`config.mk`:
```
export PLATFORM = sky130hd
export DESIGN_NAME = camera_board_io_control
export DESIGN_NICKNAME = d
export VERILOG_FILES = /design/src/camera_io_pkg.sv /design/src/sync_two_ff.sv /design/src/trigger_output_mux.sv /design/src/camera_board_io_control.sv
export VERILOG_INCLUDE_DIRS = /design/src
export SDC_FILE = /design/constraint.sdc
export NUM_CORES = 1
export LEC_CHECK = 0
export BUFFER_PORTS_ARGS = -buffer_cell sky130_fd_sc_hd__buf_2
export CAP_MARGIN = 20
export CORE_MARGIN = 4
export CORE_UTILIZATION = 35
export CTS_CLUSTER_SIZE = 20
export DETAILED_ROUTE_END_ITERATION = 8
export GPL_ROUTABILITY_DRIVEN = 0
export GPL_TIMING_DRIVEN = 0
export PLACE_DENSITY = 0.57
export SYNTH_ARGS = -nofsm -noshare
export SYNTH_HDL_FRONTEND = slang
export SYNTH_HIERARCHICAL = 1
export SYNTH_SLANG_ARGS = --single-unit
```
`constraint.sdc`:
```
create_clock -name clk -period 1.7 [get_ports clk]
set_input_delay 0.34 -clock clk [delete_from_list [all_inputs] [get_ports clk]]
set_output_delay 0.34 -clock clk [all_outputs]
set_load 0.02 [all_outputs]
```
`src/camera_io_cfg.svh`:
```
// Constants for the camera board trigger and output control block
`ifndef CAMERA_IO_CFG_SVH
`define CAMERA_IO_CFG_SVH
`define CIO_I2C_ADDR 7'h20
`define CIO_BIT_POWER 0
`define CIO_BIT_RESET 1
`define CIO_BIT_LEVEL 2
`define CIO_BIT_DRIVE 3
`define CIO_BIT_SOURCE 4
`define CIO_BIT_TRIG_INV 5
`define CIO_BIT_TRIG_SRC 6
`define CIO_CTRL_RESET 8'h00
`define CIO_BIT_CYCLES 8
`endif

```
`src/camera_io_pkg.sv`:
```
// Types for the camera board trigger and output control block
package camera_io_pkg;
  typedef enum logic [2:0] {
    I2C_IDLE, I2C_ADDR, I2C_ADDR_ACK, I2C_DATA, I2C_DATA_ACK, I2C_READ, I2C_READ_ACK, I2C_SKIP
  } i2c_state_e;
  typedef logic [7:0] ctrl_byte_t;
endpackage : camera_io_pkg

```
`src/sync_two_ff.sv`:
```
// Two flip-flop synchroniser for external levels
`timescale 1ns/100ps
module sync_two_ff #(
  parameter int WIDTH = 1
) (
  // Clock and reset
  input wire logic clk,
  input wire logic rst_b,
  // Levels
  input wire logic [WIDTH-1:0] asyncIn,
  output logic [WIDTH-1:0] syncOut
);
  logic [WIDTH-1:0] stage1Reg;

  always_ff @(posedge clk) begin
    if (!rst_b) begin
      stage1Reg <= '0;
      syncOut <= '0;
    end else begin
      stage1Reg <= asyncIn;
      syncOut <= stage1Reg;
    end
  end
endmodule : sync_two_ff

```
`src/trigger_output_mux.sv`:
```
// Trigger and user output routing
`timescale 1ns/100ps
`include "camera_io_cfg.svh"
module trigger_output_mux (
  // Clock and reset
  input wire logic clk,
  input wire logic rst_b,
  // Control byte
  input wire camera_io_pkg::ctrl_byte_t ctrlByte,
  // Synchronised sources
  input wire logic strobeIn,
  input wire logic linkTrig,
  input wire logic connTrig,
  input wire logic overcurrent,
  // Outputs
  output logic sensorTrig,
  output logic userOutPin,
  output logic userOutPinOe,
  output logic greenLamp,
  output logic redOvercurrentLamp
);
  logic connTrigPol;
  logic userOutSignal;
  logic pushPull;

  // Polarity on connector trigger only
  assign connTrigPol = connTrig ^ ctrlByte[`CIO_BIT_TRIG_INV];
  // Strobe or software level
  assign userOutSignal = ctrlByte[`CIO_BIT_SOURCE] ? ctrlByte[`CIO_BIT_LEVEL] : strobeIn;
  assign pushPull = ctrlByte[`CIO_BIT_DRIVE];

  always_ff @(posedge clk) begin
    if (!rst_b) begin
      sensorTrig <= 1'b0;
    end else begin
      sensorTrig <= ctrlByte[`CIO_BIT_TRIG_SRC] ? connTrigPol : linkTrig;
    end
  end

  always_ff @(posedge clk) begin
    if (!rst_b) begin
      userOutPin <= 1'b0;
      userOutPinOe <= 1'b0;
    end else begin
      userOutPin <= pushPull & userOutSignal;
      userOutPinOe <= pushPull | ~userOutSignal;
    end
  end

  always_ff @(posedge clk) begin
    if (!rst_b) begin
      greenLamp <= 1'b0;
      redOvercurrentLamp <= 1'b0;
    end else begin
      greenLamp <= ~ctrlByte[`CIO_BIT_SOURCE] & ctrlByte[`CIO_BIT_LEVEL];
      redOvercurrentLamp <= pushPull & overcurrent;
    end
  end
endmodule : trigger_output_mux

```
`src/camera_board_io_control.sv`:
```
// Camera board control bank reached over I2C, with trigger and output routing
`timescale 1ns/100ps
`include "camera_io_cfg.svh"
module camera_board_io_control (
  // Clock and reset
  input wire logic clk,
  input wire logic rst_b,
  // I2C slave pins
  input wire logic sclIn,
  input wire logic sdaIn,
  output logic sdaOut,
  output logic sdaOe,
  // Link pins
  input wire logic strobeLinkIn,
  input wire logic linkBoardTrigIn,
  output logic sensorTrigOut,
  // Sensor control
  output logic sensorPowerEn,
  output logic sensorResetB,
  input wire logic sensorClkSrc,
  output logic sensorClk,
  // Connector and lamps
  input wire logic connTrigIn,
  input wire logic overcurrentIn,
  output logic userOutPin,
  output logic userOutPinOe,
  output logic greenLamp,
  output logic redOvercurrentLamp,
  // Status
  output camera_io_pkg::ctrl_byte_t ctrlByte
);
  logic sclS;
  logic sdaS;
  logic strobeS;
  logic linkTrigS;
  logic connTrigS;
  logic ocS;
  logic sclPrev;
  logic sdaPrev;
  logic sclRise;
  logic sclFall;
  logic startCond;
  logic stopCond;
  camera_io_pkg::i2c_state_e state_reg;
  logic [2:0] bitCnt_reg;
  logic [7:0] shift_reg;
  logic readMode_reg;
  logic byteFull_reg;
  camera_io_pkg::ctrl_byte_t ctrl_reg;

  sync_two_ff #(.WIDTH(6)) uSync (
    .clk(clk),
    .rst_b(rst_b),
    .asyncIn({sclIn, sdaIn, strobeLinkIn, linkBoardTrigIn, connTrigIn, overcurrentIn}),
    .syncOut({sclS, sdaS, strobeS, linkTrigS, connTrigS, ocS})
  );

  always_ff @(posedge clk) begin
    if (!rst_b) begin
      sclPrev <= 1'b0;
      sdaPrev <= 1'b0;
    end else begin
      sclPrev <= sclS;
      sdaPrev <= sdaS;
    end
  end

  assign sclRise = sclS & ~sclPrev;
  assign sclFall = ~sclS & sclPrev;
  assign startCond = sclS & sclPrev & sdaPrev & ~sdaS;
  assign stopCond = sclS & sclPrev & ~sdaPrev & sdaS;

  // Bit counter and shifter
  always_ff @(posedge clk) begin
    if (!rst_b) begin
      bitCnt_reg <= 3'h0;
      shift_reg <= 8'h00;
    end else if (startCond) begin
      bitCnt_reg <= 3'h0;
    end else if (sclRise && (state_reg == camera_io_pkg::I2C_ADDR ||
                             state_reg == camera_io_pkg::I2C_DATA)) begin
      shift_reg <= {shift_reg[6:0], sdaS};
      bitCnt_reg <= bitCnt_reg + 3'h1;
    end else if (sclFall && state_reg == camera_io_pkg::I2C_READ) begin
      bitCnt_reg <= bitCnt_reg + 3'h1;
    end else if (sclFall && state_reg == camera_io_pkg::I2C_ADDR_ACK) begin
      bitCnt_reg <= 3'h0;
    end
  end

  // Marks a complete byte until the clock falls, so the fall right after START is not a byte end
  always_ff @(posedge clk) begin
    if (!rst_b) begin
      byteFull_reg <= 1'b0;
    end else if (startCond) begin
      byteFull_reg <= 1'b0;
    end else if (sclRise && bitCnt_reg == 3'h7 && (state_reg == camera_io_pkg::I2C_ADDR ||
                                                   state_reg == camera_io_pkg::I2C_DATA)) begin
      byteFull_reg <= 1'b1;
    end else if (sclFall) begin
      byteFull_reg <= 1'b0;
    end
  end

  // Protocol sequencer
  always_ff @(posedge clk) begin
    if (!rst_b) begin
      state_reg <= camera_io_pkg::I2C_IDLE;
      readMode_reg <= 1'b0;
    end else if (startCond) begin
      state_reg <= camera_io_pkg::I2C_ADDR;
    end else if (stopCond) begin
      state_reg <= camera_io_pkg::I2C_IDLE;
    end else begin
      unique case (state_reg)
        camera_io_pkg::I2C_IDLE: begin
          state_reg <= camera_io_pkg::I2C_IDLE;
        end
        camera_io_pkg::I2C_ADDR: begin
          if (sclFall && byteFull_reg) begin
            if (shift_reg[7:1] == `CIO_I2C_ADDR) begin
              state_reg <= camera_io_pkg::I2C_ADDR_ACK;
              readMode_reg <= shift_reg[0];
            end else begin
              state_reg <= camera_io_pkg::I2C_SKIP;
            end
          end
        end
        camera_io_pkg::I2C_ADDR_ACK: begin
          if (sclFall) begin
            state_reg <= readMode_reg ? camera_io_pkg::I2C_READ : camera_io_pkg::I2C_DATA;
          end
        end
        camera_io_pkg::I2C_DATA: begin
          if (sclFall && byteFull_reg) begin
            state_reg <= camera_io_pkg::I2C_DATA_ACK;
          end
        end
        camera_io_pkg::I2C_DATA_ACK: begin
          if (sclFall) begin
            state_reg <= camera_io_pkg::I2C_DATA;
          end
        end
        camera_io_pkg::I2C_READ: begin
          if (sclFall && bitCnt_reg == 3'h7) begin
            state_reg <= camera_io_pkg::I2C_READ_ACK;
          end
        end
        camera_io_pkg::I2C_READ_ACK: begin
          if (sclRise) begin
            state_reg <= sdaS ? camera_io_pkg::I2C_SKIP : camera_io_pkg::I2C_READ_ACK;
          end else if (sclFall) begin
            state_reg <= camera_io_pkg::I2C_READ;
          end
        end
        camera_io_pkg::I2C_SKIP: begin
          state_reg <= camera_io_pkg::I2C_SKIP;
        end
      endcase
    end
  end

  // Control byte written on each data byte; bit 7 stored and read back, and reaches no output but the ctrlByte status port
  always_ff @(posedge clk) begin
    if (!rst_b) begin
      ctrl_reg <= `CIO_CTRL_RESET;
    end else if (state_reg == camera_io_pkg::I2C_DATA && sclFall && byteFull_reg) begin
      ctrl_reg <= shift_reg;
    end
  end

  // Data line drive: acknowledge and read data
  always_ff @(posedge clk) begin
    if (!rst_b) begin
      sdaOe <= 1'b0;
    end else if (state_reg == camera_io_pkg::I2C_ADDR_ACK ||
                 state_reg == camera_io_pkg::I2C_DATA_ACK) begin
      sdaOe <= 1'b1;
    end else if (state_reg == camera_io_pkg::I2C_READ) begin
      sdaOe <= ~ctrl_reg[3'h7 - bitCnt_reg];
    end else begin
      sdaOe <= 1'b0;
    end
  end
  assign sdaOut = 1'b0;

  // Sensor power and reset
  always_ff @(posedge clk) begin
    if (!rst_b) begin
      sensorPowerEn <= 1'b0;
      sensorResetB <= 1'b0;
    end else begin
      sensorPowerEn <= ctrl_reg[`CIO_BIT_POWER];
      sensorResetB <= ctrl_reg[`CIO_BIT_RESET];
    end
  end

  // Sensor clock passes from the serializer clock output
  assign sensorClk = sensorClkSrc;
  assign ctrlByte = ctrl_reg;

  trigger_output_mux uMux (
    .clk(clk),
    .rst_b(rst_b),
    .ctrlByte(ctrl_reg),
    .strobeIn(strobeS),
    .linkTrig(linkTrigS),
    .connTrig(connTrigS),
    .overcurrent(ocS),
    .sensorTrig(sensorTrigOut),
    .userOutPin(userOutPin),
    .userOutPinOe(userOutPinOe),
    .greenLamp(greenLamp),
    .redOvercurrentLamp(redOvercurrentLamp)
  );
endmodule : camera_board_io_control

```
==> results by group <==
Logic synthesis
  – Mean Syn Cell Area: 10.72 sq um
  – Mapped Cells: 182
  – Post-synthesis async set-or-reset flop share: 0
  – Yosys warning count: 6
  – Seq cells post-synth: 46
  – Post-synth EDFFs: 0
  – Top_reg_cell synth: dfxtp_1
  – Syn nets: 196
  – Sequential share of the synthesized area: 0.4718
  – Post-Syn Area: 1952 sq um
  – Synth cell types: 44

Die
  – Initial Utilization: 0.3704
  – Die area: 6835 sq um
  – Die height: 82.68 microns
  – DIE WIDTH: 82.68 microns
  – Core area: between 5000 and 6000 sq um
  – Rows: 26
  – Io pins: 27

Clock tree
  – Worst-skew pair later-pin latency: 300 ps
  – CTS max path bufs: 2
  – CTS sink cnt: 46
  – TritonCTS Buffers: 5
  – H-tree depth: 2
  – CTS root buffer: clkbuf_8
  – CTS tree: yes
  – CTS Hold Buffers Added: 0
  – Reg clk slew, reported paths: 90 ps

Hold path
  – Worst Hold Class: in -> reg
  – Hold_sp: sdaIn

Timing
  – Clk_skew: 4.946 ps
  – Final setup TNS: 0 ps
  – RSZ-0062 raised after global routing: yes
  – Period minus WS final: between 1500 and 2000 ps
  – # setup viols final: 0
  – Final hold violation count: 0
  – Fmax: 590.4 MHz
  – Final Max Tran Viols: 0
  – Final setup margin: around 6.1 ps
  – Tcrit/Tclk final: 0.9964

Place
  – Placed Instances: 276
  – I/O Buffers: 24
  – Placement Setup Slack: -59.74 ps
  – Placed wire-length estimate: ~2.7 mm

Finish
  – Layout cells sized above 1: 0.3226
  – Area Growth Syn to Fin: 19.10%
  – Most frequent cells in the layout: dfxtp_1, buf_2, nor2b_1, mux2i_1, nor2_1
  – Nets: 230
  – Final Util: 0.4411
  – Inserted Diodes: 0
  – Most common cell after layout, fill and taps aside: dfxtp_1
  – Fin cells: 287

Global route
  – Total gr overflow: 0
  – Initial antenna violation count: 0
  – Pin count of the biggest net entering global routing: 17
  – First-pass GRT wire length: 6.665 mm
  – GRT Total Usage: 0.1285
  – Vias in the first global route: 1376

Detailed routing
  – DR DRC count: 0
  – Drt pass-1 iters: 4
  – Via density: 4.742
  – Drt wl/cell: 13.56 microns
  – DR iter-0 viols: just over 90
  – Detail Route Antenna Nets: 0
  – Vias: ~1.4k
  – WL final: 3.893 mm

Power
  – P_int: approximately 1.7 mW
  – Switch Pwr: 706.5 uW
  – Fraction of power spent switching nets: 0.2975
  – LEAKAGE: 1.025 nW
  – Logic pwr share: 0.232
  – Clk network pwr share: 0.277
  – Total chip power: ~2.4 mW
  – Flop pwr share: 0.491
  – Power per Cell Area: 1022 nW/um^2
  – Maximum VDD drop: 0.4285 mV

Worst setup path
  – CP startpoint: uSync/syncOut[5]
  – Critical Path End Type: flop
  – Setup CP Type: reg -> reg
  – Critical Path Fanout Max: 6
  – Worst Path Required: about 1900 ps
  – FF-to-FF Start: uSync/syncOut[5]
  – Crit path DAT: 1880 ps
  – Critical Path Source Type: flop

Status
  – Status: complete, no violations

Flow run
  – Max Cap Viol: 0
-- repair_timing --
action	in CTS	in global routing
setup buffers	0	3
setup endpoints to repair	3	15
pin swaps	1	6
resized for setup	3	10
-- cells in the mapped netlist (2+ instances only) --
library cell | count | share of area
nor2b_1 | 20 | 0.064
and2_2 | 8 | 0.031
a21oi_2 | 3 | 0.013
a21oi_1 | 2 | 0.0051
o21a_1 | 2 | 0.0077
ha_1 | 5 | 0.032
buf_4 | 2 | 0.0077
mux4_2 | 2 | 0.023
nand3b_1 | 2 | 0.0077
o21ai_0 | 3 | 0.0077
and2_1 | 8 | 0.026
dfxtp_1 | 46 | 0.47
inv_1 | 5 | 0.0096
nor2_1 | 9 | 0.017
buf_2 | 3 | 0.0077
a32oi_1 | 4 | 0.018
mux2i_1 | 20 | 0.10
clkbuf_1 | 2 | 0.0038
nand3_1 | 3 | 0.0077
a22oi_1 | 2 | 0.0077
or2b_1 | 2 | 0.0077
nand2_1 | 5 | 0.0096
nand2b_1 | 3 | 0.0096
-- per-stage QoR --
| step | cell area (sq um) | hold WS (ps) |
|---|---|---|
| finish | 2325 | 244.7 |
| global route | 2325 | 243.6 |
| CTS | 2261 | 233.4 |
| detailed placement | 2160 | 422.6 |
| global placement | 2160 | 415.6 |
| floorplan | 1952 | 411.9 |
-- area by class of cell --
class | instances | area [sq um]
clock buffer | 6 | 72.57
timing repair buffer | 27 | 142.6
inverter | 6 | 22.52
sequential | 46 | 927.1
multi-input combinational | 122 | 1010
tap | 70 | 87.58
buffer | 8 | 48.80
fill | 535 | 2945
clock inverter | 2 | 13.76
-- critical path: stages, from the launching register on --
cell      delay, ps
dfxtp_4         370
buf_4           110
ha_4            160
nand2_1          50
or4_1           420
a32oi_1         230
o221ai_2        110
o311a_1         130
-- path summary, 6_finish.rpt --
check,endpoint,slack (ps),cells past startpoint
min,uSync/stage1Reg[4],240,2
max reg2reg,state_reg[0],6,7
max,state_reg[0],6,7
min reg2reg,uSync/syncOut[2],440,1
-- kinds of logic after synthesis --
group           share of synthesized area
fa+ha+maj                         0.03718
compound gates                     0.1000
mux                                0.1256
other cells                      0.001921
flops                              0.4718
simple gates                       0.2224
buf+inv                           0.03653
xor+xnor                         0.004488
-- power by group through the flow --
stage	logic, mW	clock network (mW)	registers (mW)
after floorplan	0.401	0	1.19
after global placement	0.502	0	1.19
after detailed placement	0.501	0	1.19
after CTS	0.512	0.680	1.17
after global routing	0.610	0.718	1.17
final	0.552	0.658	1.16
-- layer usage --
| layer | wire length, microns | part of all wire | up-vias | track usage |
|---|---|---|---|---|
| met1 | 1995 | 0.51 | 642 | 0.1825 |
| met4 | 47 | 0.012 | 0 | 0.04902 |
| met2 | 1718 | 0.44 | 21 | 0.1883 |
| met3 | 131 | 0.034 | 5 | 0.02928 |
| li1 | - | - | 693 | - |
| met5 | 0 | 0 | - | 0 |
Note: power is estimated with default switching activity, not from simulation.
